**config.mk**
```make
export PLATFORM = sky130hd
export DESIGN_NAME = ppm_mux
export DESIGN_NICKNAME = d
export VERILOG_FILES = /design/src/ppm_pkg.sv /design/src/ppm_sync.sv /design/src/ppm_polarity.sv /design/src/ppm_mux.sv
export SDC_FILE = /design/constraint.sdc
export NUM_CORES = 1
export LEC_CHECK = 0
export BUFFER_PORTS_ARGS = -buffer_cell sky130_fd_sc_hd__buf_4
export CORE_MARGIN = 2
export CORE_UTILIZATION = 35
export CTS_CLUSTER_DIAMETER = 100
export DETAILED_ROUTE_END_ITERATION = 8
export SYNTH_ARGS = -nofsm -noshare
export SYNTH_HDL_FRONTEND = slang
export SYNTH_SLANG_ARGS = --single-unit
```
**constraint.sdc**
```tcl
create_clock -name clock -period 4 [get_ports clock]
set_input_delay 1 -clock clock [delete_from_list [all_inputs] [get_ports clock]]
set_output_delay 1 -clock clock [all_outputs]
set_load 0.02 [all_outputs]
```
**src/ppm_pkg.sv**
```systemverilog
`default_nettype none
// ==========================================================
// Shared constants for the port pin function mux
package ppm_pkg;
   // Port count and width
   localparam int PPM_PORTS = 10;
   localparam int PPM_PINS = 80;
   // Function select codes, two bits per pin
   localparam logic [1:0] PPM_FN_GPIN = 2'h0; // Input only, HiZ
   localparam logic [1:0] PPM_FN_ALT1 = 2'h1; // Output choice 1 (GP out)
   localparam logic [1:0] PPM_FN_ALT2 = 2'h2; // Output choice 2
   localparam logic [1:0] PPM_FN_ALT3 = 2'h3; // Output choice 3
   // Register byte addresses
   localparam logic [11:0] PPM_A_FSEL0 = 12'h000; // Pins 0..15 select
   localparam logic [11:0] PPM_A_FSEL4 = 12'h010; // Pins 64..79 select
   localparam logic [11:0] PPM_A_GPOUT0 = 12'h020; // Ports 0..3 GP out
   localparam logic [11:0] PPM_A_GPOUT1 = 12'h024; // Ports 4..7 GP out
   localparam logic [11:0] PPM_A_GPOUT2 = 12'h028; // Ports 8..9 GP out
   localparam logic [11:0] PPM_A_PIN0 = 12'h030; // Pin levels 0..31
   localparam logic [11:0] PPM_A_PIN1 = 12'h034; // Pin levels 32..63
   localparam logic [11:0] PPM_A_PIN2 = 12'h038; // Pin levels 64..79
   localparam logic [11:0] PPM_A_AIN0 = 12'h040; // Alt input enable lo
   localparam logic [11:0] PPM_A_AIN1 = 12'h044; // Alt input enable mid
   localparam logic [11:0] PPM_A_AIN2 = 12'h048; // Alt input enable hi
   localparam logic [11:0] PPM_A_POL = 12'h050; // Polarity select
   localparam logic [11:0] PPM_A_BUS = 12'h054; // Ext bus control
   // Ext bus control field positions
   localparam int PPM_BUS_EN = 0; // Bus owns its ports
   localparam int PPM_BUS_MODE = 1; // 0: 8-bit plain, 1: 16-bit muxed
   localparam int PPM_BUS_BSEL = 2; // Strobe balls as byte selects
   localparam int PPM_BUS_ALEPOL = 3; // Address latch strobe inverted
   // Polarity field positions
   localparam int PPM_POL_IRQ = 0;
   localparam int PPM_POL_CAP = 1;
   localparam int PPM_POL_CMP = 2;
   localparam int PPM_POL_TACH = 3;
   localparam int PPM_POL_ESTOP = 4;
   localparam int PPM_POL_PHASE = 5;
   // Reset values
   localparam logic [31:0] PPM_RST_ZERO = 32'h0000_0000;
   // Bus pin positions in the 80-bit flat pin vector
   localparam int PPM_P7_LSB = 56;
   localparam int PPM_P8_LSB = 64;
   localparam int PPM_P9_LSB = 72;
endpackage
`default_nettype wire

```
**src/ppm_sync.sv**
```systemverilog
`default_nettype none
// ==========================================================
// Two-stage synchroniser for pin levels
module ppm_sync #(
   parameter int WIDTH = 80
) (
   input wire logic clock,
   input wire logic rst_n,
   input wire logic [WIDTH-1:0] async_in,
   output logic [WIDTH-1:0] sync_out
);
   // First stage, read only by the second
   logic [WIDTH-1:0] stage1;

   // Both stages clear on reset
   always_ff @(posedge clock or negedge rst_n) begin
      if (!rst_n) begin
         stage1 <= '0;
         sync_out <= '0;
      end else begin
         stage1 <= async_in;
         sync_out <= stage1;
      end
   end
endmodule
`default_nettype wire

```
**src/ppm_polarity.sv**
```systemverilog
`default_nettype none
// ==========================================================
// Polarity stage shared by input and output signals
module ppm_polarity #(
   parameter int WIDTH = 6
) (
   input wire logic [WIDTH-1:0] invert,
   input wire logic [WIDTH-1:0] from_pin,
   output logic [WIDTH-1:0] to_periph,
   input wire logic [WIDTH-1:0] from_periph,
   output logic [WIDTH-1:0] to_pin
);
   // Same inversion each way, so a round trip is neutral
   always_comb begin
      to_periph = from_pin ^ invert;
      to_pin = from_periph ^ invert;
   end
endmodule
`default_nettype wire

```
**src/ppm_mux.sv**
```systemverilog
`default_nettype none
// ==========================================================
// Port pin function mux with APB register access
// Notes on behaviour
// RL1 - Reset leaves ports 0-9 high impedance
// RL2 - Pin levels readable as GP input
// RL3 - Default peripheral inputs follow pins from reset
// RL4 - GP input readable even in alternate mode
// RL5 - One alt input, three alt outputs
// RL6 - 8-bit plain bus: data p8, address p7/p9
// RL7 - 16-bit muxed bus: p8/p9 AD, p7 high
// RL8 - Programmable polarity on listed signals
// RL9 - Write strobe balls switchable to byte selects
// RL10 - No pull resistor setting exists
// RL11 - Firmware may drive unused pins low
// RL12 - No phy clock without the network controller
// RL13 - Bus register picks strobe or byte select
// RL14 - Output select enables driver from peripheral
// RL15 - Polarity inverts both directions alike
module ppm_mux
   import ppm_pkg::*;
#(
   parameter bit HAS_ETH = 1'b1
) (
   input wire logic clock,
   input wire logic rst_n,
   // APB slave
   input wire logic psel,
   input wire logic penable,
   input wire logic pwrite,
   input wire logic [11:0] paddr,
   input wire logic [31:0] pwdata,
   output logic [31:0] prdata,
   output logic pready,
   output logic pslverr,
   // Port pins, flat vector port*8+bit
   input wire logic [ppm_pkg::PPM_PINS-1:0] pin_in,
   output logic [ppm_pkg::PPM_PINS-1:0] pin_out,
   output logic [ppm_pkg::PPM_PINS-1:0] pin_oe,
   // Peripheral output choices 2 and 3 per pin
   input wire logic [ppm_pkg::PPM_PINS-1:0] periph_out2,
   input wire logic [ppm_pkg::PPM_PINS-1:0] periph_out3,
   // Peripheral input views of pins
   output logic [ppm_pkg::PPM_PINS-1:0] default_in,
   output logic [ppm_pkg::PPM_PINS-1:0] alt_in,
   // Ext bus address/data from the bus controller
   input wire logic [23:0] ext_bus_addr,
   input wire logic [15:0] ext_bus_wdata,
   input wire logic ext_bus_addr_phase,
   input wire logic ext_bus_drive_data,
   output logic [15:0] ext_bus_rdata,
   // Strobe balls
   input wire logic ext_bus_wr_low,
   input wire logic ext_bus_wr_high,
   input wire logic ext_bus_byte_low,
   input wire logic ext_bus_byte_high,
   input wire logic ext_bus_latch,
   output logic ext_bus_low_write_strobe,
   output logic ext_bus_high_write_strobe,
   output logic ext_bus_address_latch_strobe,
   // Polarity-controlled signals
   input wire logic [3:0] irq_pin,
   output logic [3:0] irq_req,
   input wire logic [3:0] cap_pin,
   output logic [3:0] cap_in,
   input wire logic [3:0] cmp_periph,
   output logic [3:0] cmp_pin,
   input wire logic tach_pin,
   output logic tach_in,
   input wire logic estop_pin,
   output logic estop_in,
   input wire logic [5:0] phase_periph,
   output logic [5:0] phase_pin,
   // Phy reference clock request
   input wire logic phy_clk_src,
   output logic phy_reference_clock_out
);
   import ppm_pkg::*;

   // ==========================================================
   // Register state
   logic [159:0] fsel; // Two select bits per pin
   logic [159:0] next_fsel;
   logic [79:0] gpout; // GP output levels
   logic [79:0] next_gpout;
   logic [79:0] ain; // Alternate input enables
   logic [79:0] next_ain;
   logic [5:0] pol; // Polarity bits
   logic [5:0] next_pol;
   logic [3:0] busctl; // Ext bus control
   logic [3:0] next_busctl;
   logic [31:0] next_prdata;
   logic next_pready;
   logic next_pslverr;
   logic [79:0] pin_sync; // Synchronised pin levels

   // Field read helper for one 16-pin select word
   function automatic logic [31:0] fsel_word(input logic [159:0] f,
                                              input int idx);
      fsel_word = f[idx*32 +: 32];
   endfunction

   // ==========================================================
   // Pin synchroniser
   ppm_sync #(.WIDTH(PPM_PINS)) u_sync (
      .clock(clock),
      .rst_n(rst_n),
      .async_in(pin_in),
      .sync_out(pin_sync)
   );

   // ==========================================================
   // APB access decode
   // Zero wait states; unmapped addresses answer with pslverr
   always_comb begin
      logic acc;
      logic hit;
      logic wen;
      hit = 1'b1;
      // Commit only at the edge sampling pready
      wen = psel && penable && pready && pwrite;
      next_fsel = fsel;
      next_gpout = gpout;
      next_ain = ain;
      next_pol = pol;
      next_busctl = busctl;
      next_prdata = PPM_RST_ZERO;
      next_pslverr = 1'b0;
      acc = psel && !penable;
      next_pready = acc;
      if (psel) begin
         // Select words are only the five low addresses
         if (paddr <= PPM_A_FSEL4 && paddr[1:0] == 2'b00) begin
            next_prdata = fsel_word(fsel, int'(paddr[4:2]));
            if (wen)
               next_fsel[int'(paddr[4:2])*32 +: 32] = pwdata; // [RL5]
         end else begin
            unique case (paddr)
               PPM_A_GPOUT0: begin
                  next_prdata = gpout[31:0];
                  if (wen) next_gpout[31:0] = pwdata; // [RL11]
               end
               PPM_A_GPOUT1: begin
                  next_prdata = gpout[63:32];
                  if (wen) next_gpout[63:32] = pwdata;
               end
               PPM_A_GPOUT2: begin
                  next_prdata = {16'h0000, gpout[79:64]};
                  if (wen) next_gpout[79:64] = pwdata[15:0];
               end
               // Pin levels readable whatever the selection [RL2] [RL4]
               PPM_A_PIN0: next_prdata = pin_sync[31:0];
               PPM_A_PIN1: next_prdata = pin_sync[63:32];
               PPM_A_PIN2: next_prdata = {16'h0000, pin_sync[79:64]};
               PPM_A_AIN0: begin
                  next_prdata = ain[31:0];
                  if (wen) next_ain[31:0] = pwdata; // [RL5]
               end
               PPM_A_AIN1: begin
                  next_prdata = ain[63:32];
                  if (wen) next_ain[63:32] = pwdata;
               end
               PPM_A_AIN2: begin
                  next_prdata = {16'h0000, ain[79:64]};
                  if (wen) next_ain[79:64] = pwdata[15:0];
               end
               PPM_A_POL: begin
                  next_prdata = {26'h0, pol};
                  if (wen) next_pol = pwdata[5:0]; // [RL8]
               end
               PPM_A_BUS: begin
                  next_prdata = {28'h0, busctl};
                  if (wen) next_busctl = pwdata[3:0]; // [RL13]
               end
               default: hit = 1'b0;
            endcase
         end
         if (!hit) begin
            next_pslverr = acc;
            next_prdata = PPM_RST_ZERO;
         end
      end
   end

   // Registers; all selects zero so every pin is HiZ input [RL1]
   always_ff @(posedge clock or negedge rst_n) begin
      if (!rst_n) begin
         fsel <= '0;
         gpout <= '0;
         ain <= '0;
         pol <= '0;
         busctl <= '0;
         prdata <= '0;
         pready <= 1'b0;
         pslverr <= 1'b0;
      end else begin
         fsel <= next_fsel;
         gpout <= next_gpout;
         ain <= next_ain;
         pol <= next_pol;
         busctl <= next_busctl;
         prdata <= next_prdata;
         pready <= next_pready;
         pslverr <= next_pslverr;
      end
   end

   // ==========================================================
   // Polarity stages, one cell for each direction
   logic [13:0] pol_in_raw;
   logic [13:0] pol_in_cooked;
   logic [9:0] pol_out_raw;
   logic [9:0] pol_out_cooked;
   logic [13:0] inv_in;
   logic [9:0] inv_out;

   assign pol_in_raw = {irq_pin, cap_pin, tach_pin, estop_pin, 4'h0};
   assign inv_in = {{4{pol[PPM_POL_IRQ]}}, {4{pol[PPM_POL_CAP]}},
                    pol[PPM_POL_TACH], pol[PPM_POL_ESTOP], 4'h0};
   assign pol_out_raw = {cmp_periph, phase_periph};
   assign inv_out = {{4{pol[PPM_POL_CMP]}}, {6{pol[PPM_POL_PHASE]}}};

   ppm_polarity #(.WIDTH(14)) u_pol_in (
      .invert(inv_in),
      .from_pin(pol_in_raw),
      .to_periph(pol_in_cooked), // [RL15]
      .from_periph(14'h0),
      .to_pin()
   );
   ppm_polarity #(.WIDTH(10)) u_pol_out (
      .invert(inv_out),
      .from_pin(10'h0),
      .to_periph(),
      .from_periph(pol_out_raw),
      .to_pin(pol_out_cooked) // [RL15]
   );

   // ==========================================================
   // Pin drive and bus overlay
   logic [79:0] next_pin_out;
   logic [79:0] next_pin_oe;
   logic [15:0] ad_mux;

   always_comb begin
      next_pin_out = '0;
      next_pin_oe = '0;
      // Per-pin function choice; GP input leaves driver off [RL14]
      for (int i = 0; i < PPM_PINS; i++) begin
         unique case (fsel[i*2 +: 2])
            PPM_FN_GPIN: next_pin_oe[i] = 1'b0; // [RL1]
            PPM_FN_ALT1: begin
               next_pin_oe[i] = 1'b1;
               next_pin_out[i] = gpout[i];
            end
            PPM_FN_ALT2: begin
               next_pin_oe[i] = 1'b1;
               next_pin_out[i] = periph_out2[i]; // [RL14]
            end
            PPM_FN_ALT3: begin
               next_pin_oe[i] = 1'b1;
               next_pin_out[i] = periph_out3[i];
            end
         endcase
      end
      // Address phase carries address, data phase carries data
      ad_mux = ext_bus_addr_phase ? ext_bus_addr[15:0] : ext_bus_wdata;
      if (busctl[PPM_BUS_EN]) begin
         if (busctl[PPM_BUS_MODE]) begin
            // Muxed 16-bit: AD on p8/p9, high address on p7 [RL7]
            next_pin_out[PPM_P8_LSB +: 16] = ad_mux;
            next_pin_oe[PPM_P8_LSB +: 16] =
               {16{ext_bus_addr_phase | ext_bus_drive_data}};
            next_pin_out[PPM_P7_LSB +: 8] = ext_bus_addr[23:16];
            next_pin_oe[PPM_P7_LSB +: 8] = 8'hFF;
         end else begin
            // Plain 8-bit: data on p8, address on p7 and p9 [RL6]
            next_pin_out[PPM_P8_LSB +: 8] = ext_bus_wdata[7:0];
            next_pin_oe[PPM_P8_LSB +: 8] = {8{ext_bus_drive_data}};
            next_pin_out[PPM_P7_LSB +: 8] = ext_bus_addr[7:0];
            next_pin_oe[PPM_P7_LSB +: 8] = 8'hFF;
            next_pin_out[PPM_P9_LSB +: 8] = ext_bus_addr[15:8];
            next_pin_oe[PPM_P9_LSB +: 8] = 8'hFF;
         end
      end
   end

   // Registered pin drive and peripheral-side outputs
   // No pull control exists anywhere in this block [RL10]
   always_ff @(posedge clock or negedge rst_n) begin
      if (!rst_n) begin
         pin_out <= '0;
         pin_oe <= '0;
         default_in <= '0;
         alt_in <= '0;
         ext_bus_rdata <= '0;
         ext_bus_low_write_strobe <= 1'b1;
         ext_bus_high_write_strobe <= 1'b1;
         ext_bus_address_latch_strobe <= 1'b0;
         irq_req <= '0;
         cap_in <= '0;
         tach_in <= 1'b0;
         estop_in <= 1'b0;
         cmp_pin <= '0;
         phase_pin <= '0;
         phy_reference_clock_out <= 1'b0;
      end else begin
         pin_out <= next_pin_out;
         pin_oe <= next_pin_oe;
         default_in <= pin_sync & ~ain; // [RL3]
         alt_in <= pin_sync & ain; // [RL5]
         ext_bus_rdata <= busctl[PPM_BUS_MODE] ?
            pin_sync[PPM_P8_LSB +: 16] :
            {8'h00, pin_sync[PPM_P8_LSB +: 8]};
         // Strobe balls carry byte selects when chosen [RL9] [RL13]
         ext_bus_low_write_strobe <= busctl[PPM_BUS_BSEL] ?
            ext_bus_byte_low : ext_bus_wr_low;
         ext_bus_high_write_strobe <= busctl[PPM_BUS_BSEL] ?
            ext_bus_byte_high : ext_bus_wr_high;
         ext_bus_address_latch_strobe <=
            ext_bus_latch ^ busctl[PPM_BUS_ALEPOL]; // [RL8]
         {irq_req, cap_in, tach_in, estop_in} <= pol_in_cooked[13:4];
         {cmp_pin, phase_pin} <= pol_out_cooked;
         // Held low on variants lacking the network controller [RL12]
         phy_reference_clock_out <= HAS_ETH ? phy_clk_src : 1'b0;
      end
   end

   // ==========================================================
   // Checks
   property p_reset_hiz;
      @(posedge clock) disable iff (!rst_n)
      $rose(rst_n) |-> pin_oe == '0;
   endproperty
   a_reset_hiz: assert property (p_reset_hiz) // [RL1]
      else $error("pins driven right after reset");

   property p_gp_read;
      @(posedge clock) disable iff (!rst_n)
      (psel && !penable && !pwrite && paddr == PPM_A_PIN0)
         |=> prdata == $past(pin_sync[31:0]);
   endproperty
   a_gp_read: assert property (p_gp_read) // [RL4]
      else $error("pin level read wrong");

   property p_ready_one;
      @(posedge clock) disable iff (!rst_n)
      (psel && !penable) |=> pready ##1 !pready;
   endproperty
   a_ready_one: assert property (p_ready_one) // Zero wait states: pready high for one cycle per transfer
      else $error("pready not a single cycle");

   property p_alt2_drive;
      @(posedge clock) disable iff (!rst_n)
      (fsel[1:0] == PPM_FN_ALT2 && !busctl[PPM_BUS_EN])
         |=> pin_oe[0] && pin_out[0] == $past(periph_out2[0]);
   endproperty
   a_alt2_drive: assert property (p_alt2_drive) // [RL14]
      else $error("alt output not driven");

   property p_gpin_hiz;
      @(posedge clock) disable iff (!rst_n)
      (fsel[1:0] == PPM_FN_GPIN) |=> !pin_oe[0];
   endproperty
   a_gpin_hiz: assert property (p_gpin_hiz) // [RL1]
      else $error("input pin driven");

   property p_bsel;
      @(posedge clock) disable iff (!rst_n)
      busctl[PPM_BUS_BSEL]
         |=> ext_bus_low_write_strobe == $past(ext_bus_byte_low);
   endproperty
   a_bsel: assert property (p_bsel) // [RL9]
      else $error("byte select not routed");

   property p_muxed_hi;
      @(posedge clock) disable iff (!rst_n)
      (busctl[PPM_BUS_EN] && busctl[PPM_BUS_MODE])
         |=> pin_out[PPM_P7_LSB +: 8] == $past(ext_bus_addr[23:16]);
   endproperty
   a_muxed_hi: assert property (p_muxed_hi) // [RL7]
      else $error("high address missing on port 7");

   property p_plain_addr;
      @(posedge clock) disable iff (!rst_n)
      (busctl[PPM_BUS_EN] && !busctl[PPM_BUS_MODE])
         |=> pin_oe[PPM_P9_LSB +: 8] == 8'hFF;
   endproperty
   a_plain_addr: assert property (p_plain_addr) // [RL6]
      else $error("address not driven on port 9");

   property p_pol_irq;
      @(posedge clock) disable iff (!rst_n)
      1'b1 |=> irq_req == ($past(irq_pin) ^ {4{$past(pol[PPM_POL_IRQ])}});
   endproperty
   a_pol_irq: assert property (p_pol_irq) // [RL15]
      else $error("irq polarity wrong");

   property p_no_phy;
      @(posedge clock) disable iff (!rst_n)
      !HAS_ETH |-> !phy_reference_clock_out;
   endproperty
   a_no_phy: assert property (p_no_phy) // [RL12]
      else $error("phy clock on variant without it");

   property p_default_in;
      @(posedge clock) disable iff (!rst_n)
      !ain[0] |=> default_in[0] == $past(pin_sync[0]);
   endproperty
   a_default_in: assert property (p_default_in) // [RL3]
      else $error("default input not routed");
endmodule
`default_nettype wire

```
## Word-level counts from Yosys, hierarchy flattened

Cells that the tools add are included.

- Flip-flop bits (word level): 884
- Input port bits: 357
- Output and inout port bits: 394
- Word-level logic and storage cells: 648

- $add $sub $neg: 1
- Order comparisons: 1
- Equality and inequality tests: 251
- Shift operators: 3
- Multiplexer cells: 178
- Bitwise gates (word level): 8
- Reduce and logical (&&, ||, !) cells: 177

Operators with widths:

| kind | count |
|---|---|
| 32-bit case mux with 11 select lines | 1 |
| 2-bit == test, second input constant | 160 |
| 1-bit case mux with 3 select lines | 80 |
| 3-bit OR reduction | 80 |
| 2-bit zero test | 81 |
| 80-bit bitwise AND | 2 |
| 160-bit bitwise mux | 1 |
| 2-bit by 1-bit == test with 1-bit output, second input constant | 80 |
| 1-bit case mux with 2 select lines | 80 |
| 32-bit by 33-bit variable shift with 160-bit output, first input constant | 1 |
| 160-bit by 9-bit variable part select with 32-bit output | 1 |
| 32-bit by 33-bit variable part select with 160-bit output | 1 |
| 24-bit two-way mux | 4 |
| 32-bit two-way mux | 3 |
| 80-bit NOT | 1 |
| 12-bit by 6-bit == test with 1-bit output, second input constant | 6 |
| 12-bit by 7-bit == test with 1-bit output, second input constant | 5 |
| 8-bit negation with 33-bit output | 1 |
| 16-bit two-way mux | 2 |
| 4-bit AND reduction | 8 |
| 14-bit bitwise XOR | 1 |
| 12-bit by 5-bit less-or-equal comparator with 1-bit output, second input constant | 1 |
| 11-bit OR reduction | 1 |
| 10-bit bitwise XOR | 1 |
| other kinds (7) | 17 |

## Logic depth before layout (Yosys ltp)

- Depth after elaboration: 7
- Mapped depth: 13
- Depth with buffers taken out: 7

## Modules after synthesis

Synthesis repeated with hierarchy kept, for this count alone.

- Cells, all modules: 2,577
- Area total of the unflattened synthesis: 34,359.2 um^2

Modules (own cells, without submodules):

| module | instances | cells each | area an instance (um^2) | seq. area each (um^2) |
|---|---|---|---|---|
| ppm_mux | 1 | 2,369 | 29,935.0 | 18,119.9 |
| ppm_sync | 1 | 160 | 4,003.8 | 4,003.8 |
| ppm_polarity (u_pol_in) | 1 | 28 | 245.2 | 0.0 |
| ppm_polarity (u_pol_out) | 1 | 20 | 175.2 | 0.0 |

## Least setup slack after synthesis

Ideal clock, no wire load.

- Kind: in2reg
- Start: input paddr[3]
- End: register prdata[9]
- Setup time: 96 ps
- Arrival: 3,364 ps
- Data required time: 3,904 ps
- Setup slack: 540 ps
- Stages on the path: 12
- Buffers on the path: 5
- Path through: clkbuf_1 > clkbuf_1 > inv_1 > ha_1 > buf_4 > or3b_1 > buf_2 > a22o_1 > a2111oi_4 > nand2_2 > buf_4 > a311oi_2

- Longest elaborated chain between the ends: 7
- Elaborated cells between the ends (all ways): 22
- Those cells by class: order compare: 1; eq/ne: 11; shift: 1; mux: 7; reduce/logical: 2

Ends and longest elaborated chain:

| what | RTL line | RTL |
|---|---|---|
| start, declared | ppm_mux.sv:31 | `input wire logic [11:0] paddr,` |
| branches (longest 5 deep; another with 160-bit by 9-bit variable part select with 32-bit output) | -- |  |
| 32-bit two-way mux * | ppm_mux.sv:178 | `if (!hit) begin` |
| 32-bit two-way mux * | ppm_mux.sv:131 | `if (psel) begin` |
| via next_prdata[9] | ppm_mux.sv:92 | `logic [31:0] next_prdata;` |
| end signal, assigned | ppm_mux.sv:202 | `prdata <= next_prdata;` |
| end, declared | ppm_mux.sv:33 | `output logic [31:0] prdata,` |

Mark *: on every way through the listed nets, which the timed path passes. The select of a mux whose other input is x is not followed.
A chain may end at the register's enable or synchronous reset.

## Worst setup path in the final report

- Start: input paddr[2]
- End: register fsel[156]

- Longest elaborated chain between the ends: 3
- Elaborated cells between the ends (all ways): 7
- Those cells by class: add/sub: 1; order compare: 1; shift: 2; mux: 1; reduce/logical: 2

Ends and longest elaborated chain:

| what | RTL line | RTL |
|---|---|---|
| 8-bit negation with 33-bit output / 12-bit by 5-bit less-or-equal comparator with 1-bit output (equally long branches) | ppm_mux.sv:136, ppm_mux.sv:133 |  |
| 32-bit by 33-bit variable part select with 160-bit output (tied with other cells) | ppm_mux.sv:136 | `next_fsel[int'(paddr[4:2])*32 +: 32] = pwdata;` |
| 160-bit bitwise mux / 3-bit AND reduction (equally long branches) | -- |  |
| end signal, assigned | ppm_mux.sv:197 | `fsel <= next_fsel;` |
| end, declared | ppm_mux.sv:82 | `logic [159:0] fsel;` |

Parallel ways exist; a longest one is shown, timed or not.

==> metrics.md <==
| Metric | Value |
|---|---|
| Final Wtd Congestion | `between 0.8 and 0.9` |
| Fin cells | `4853` |
| Min cycle time layout | `3010 ps` |
| Crit share post-route | `75.3%` |
| Startpoint types | `primary input` |
| EDFF count, synth | `0` |
| CTS Buf Count | `96` |
| Die width | `around 320 um` |
| Htree depth | `3` |
| Layout cells sized above 1 | `39.0%` |
| MaxCap Viol Count | `0` |
| Final hold slack | `333 ps` |
| Register area share after synthesis | `between 60% and 70%` |
| Worst slew pin tran | `roughly 1000 ps` |
| Final Util | `46.3%` |
| Later-pin clock latency in the skew report | `700 ps` |
| CP Capture Type | `flop` |
| Hold buffers post-CTS | `0` |
| Yosys cell types | `67` |
| Setup tns final | `0 ps` |
| Power share of the combinational group | `approximately 6.5%` |
| Slew HR | `30.5%` |
| Post-Place Cells | `4669` |
| Crit Path Class | `primary input to flop` |
| Cells after Synth | `2712` |
| GRT Total Usage | `28.2%` |
| Cell Area, Synth | `34400 um2` |
| Sequential fraction of design power | `between 40% and 50%` |
| Layout Nets | `~3800` |
| CP Max Fanout | `26` |
| Detailed Route Iter0 Violations | `2311` |
| Maximum clock path buffer count | `3` |
| Number of global-route vias before repair | `25700` |
| Clk sink count | `just under 900` |
| Post-CTS Resized | `0` |
| I/O pins | `751` |
| Prevailing post-synth register cell | `dfrtp_1` |
| Site Rows | `115` |
| Power Internal | `15200 uW` |
| Final hold violations | `0` |
| Pwr Total | `19900 uW` |
| Status | `complete, no violations` |
| Post-synthesis register bit count | `between 800 and 900` |
| Post CTS Setup Buffer Count | `0` |
| Via count | `about 26000` |
| WP data arrival | `3570 ps` |
| Pin count of the biggest net entering global routing | `87` |
| DR WL/cell | `slightly below 30 um` |
| Clock share of power | `47.3%` |
| Core ar. | `between 90000 and 100000 um2` |
| Total grt overflow | `0` |
| Vias per inst | `5.32` |
| Post-Syn Area per Cell | `12.7 um2` |
| Slew Limit Fails | `0` |
| Final Skew | `approximately 34 ps` |
| Die ar. | `101000 um2` |
| First drt pass iteration count | `7` |
| P_sw | `4700 uW` |
| Final WL | `144000 um` |
| I/O Buffers | `750` |
| Power Density | `438 nW/um2` |
| Syn_nets | `a little over 3000` |
| Lkg Pwr | `0.0218 uW` |
| Area growth syn-to-layout | `31.9%` |
| DRC viols | `0` |
| Clock slew at reported path FFs | `60 ps` |
| CTS tree | `built` |
| Setup-failing EPs final | `0` |
| Post-route ant nets | `0` |
| Yosys warning total | `0` |
| Clk root buf | `clkbuf_16` |
| Initial antenna violation count | `12` |
| DPL Wire Length | `108000 um` |
| Initial core utilization | `35.1%` |
| FFs w/ async S/R, synth | `between 90% and 100%` |
| Max Clk Rate | `332 MHz` |
| Chip height | `318 um` |
| RSZ-0062 raised after global routing | `no` |
| First-pass GRT wire length | `201000 um` |
| Type of the tightest min-delay check | `flop to flop` |
| Switching fraction of total power | `23.6%` |
| Max VDD drop | `0.316 mV` |
| Worst EP required | `4560 ps` |
[synthesized netlist by cell type, drive strengths merged, types with 46 or more instances]
| cell type | n | area share (%) |
|---|---|---|
| o21ai | 221 | 3.2 |
| mux2 | 276 | 9.0 |
| nand3 | 52 | 0.76 |
| a21oi | 46 | 0.67 |
| nand2 | 341 | 3.7 |
| and2 | 92 | 1.7 |
| inv | 54 | 0.59 |
| nor2 | 64 | 0.70 |
| buf | 54 | 0.80 |
| clkbuf | 118 | 1.3 |
| dfrtp | 882 | 64 |
| nor2b | 85 | 1.5 |
| or2 | 49 | 0.89 |
[critical path, cell delays in order]
cell and delay, ps:
buf_4 140, inv_1 170, ha_1 460, nand2b_1 190, nand4_1 170, buf_4 320, nor4_4 330, buf_4 380
mux2_2 380
[worst paths after layout]
check	startpoint	to	slack, ps	cells past startpoint
setup reg to reg	pready$_DFF_PN0_	fsel[48]$_DFFE_PN0P_	1350	5
setup / recovery	paddr[2]	fsel[156]$_DFFE_PN0P_	990	9
min in group asynchronous	rst_n	default_in[75]$_DFF_PN0_	360	1
max in group asynchronous	rst_n	u_sync.stage1[41]$_DFF_PN0_	2590	3
hold reg to reg	u_sync.stage1[69]$_DFF_PN0_	u_sync.sync_out[69]$_DFF_PN0_	330	0
hold / removal	u_sync.stage1[69]$_DFF_PN0_	u_sync.sync_out[69]$_DFF_PN0_	330	0
[power groups by stage]
stage	clock, uW	sequential, uW	combinational, uW
floorplan	0	9410	306
global placement	0	9350	1290
detailed placement	0	9350	1290
CTS	9570	9190	1290
global route	9920	9200	1370
finish	9410	9190	1280
[routing by layer]
layer / track usage, % / vias up / wire length [um]
met4: 9.16 / 8 / 4400
met5: 0 / - / 51
li1: - / 11000 / -
met2: 45.1 / 1252 / 67800
met3: 7.78 / 175 / 13400
met1: 37.2 / 13300 / 58400
[state kept, by name, indices dropped and copies added (netlist names), 4 cells and up]
signal and count:
fsel 160, ain 80, alt_in 80, default_in 80, gpout 80, pin_oe 80
pin_out 80, u_sync.stage1 80, u_sync.sync_out 80, prdata 32, ext_bus_rdata 16, phase_pin 6
pol 6, busctl 4, cap_in 4, cmp_pin 4, irq_req 4
[cell type report]
cell class	instances	area (um2)
Tap cell	1287	1610
Clock buffer	126	2680
Inverter	54	203
Multi-Input combinational cell	1602	11500
Timing Repair Buffer	842	6630
Clock inverter	50	661
Fill cell	8963	52600
Antenna cell	8	20.0
Sequential cell	884	22100
[per-stage QoR]
| step | cell area, um2 | worst slack, ps |
|---|---|---|
| 2_1_floorplan | 34400 | 540 |
| 3_3_place_gp | 42100 | 426 |
| 3_5_place_dp | 42100 | 308 |
| 4_1_cts | 45400 | 1030 |
| 5_1_grt | 45400 | 850 |
| 6_report | 45400 | 986 |
[cells by family after synthesis]
group	after synthesis	synth area share [%]
multiplexers	350	12.3
XOR/XNOR	22	0.560
flip-flops	884	64.3
buffers and inverters	226	2.67
AND/OR/NAND/NOR	754	10.8
AO/OA/AOI/OAI	470	9.16
adder cells (fa/ha/maj)	6	0.211
[cells in the final DEF (no fill, tap or decap), types with 53 or more instances in the layout]
cell type,count
and2_1,92
nand2_1,338
nor2b_1,83
nor2_1,61
clkbuf_16,97
o21ai_0,108
mux2_2,249
dfrtp_1,881
o21ai_1,113
buf_4,817
inv_1,53
(Power assumes the default switching activity.)
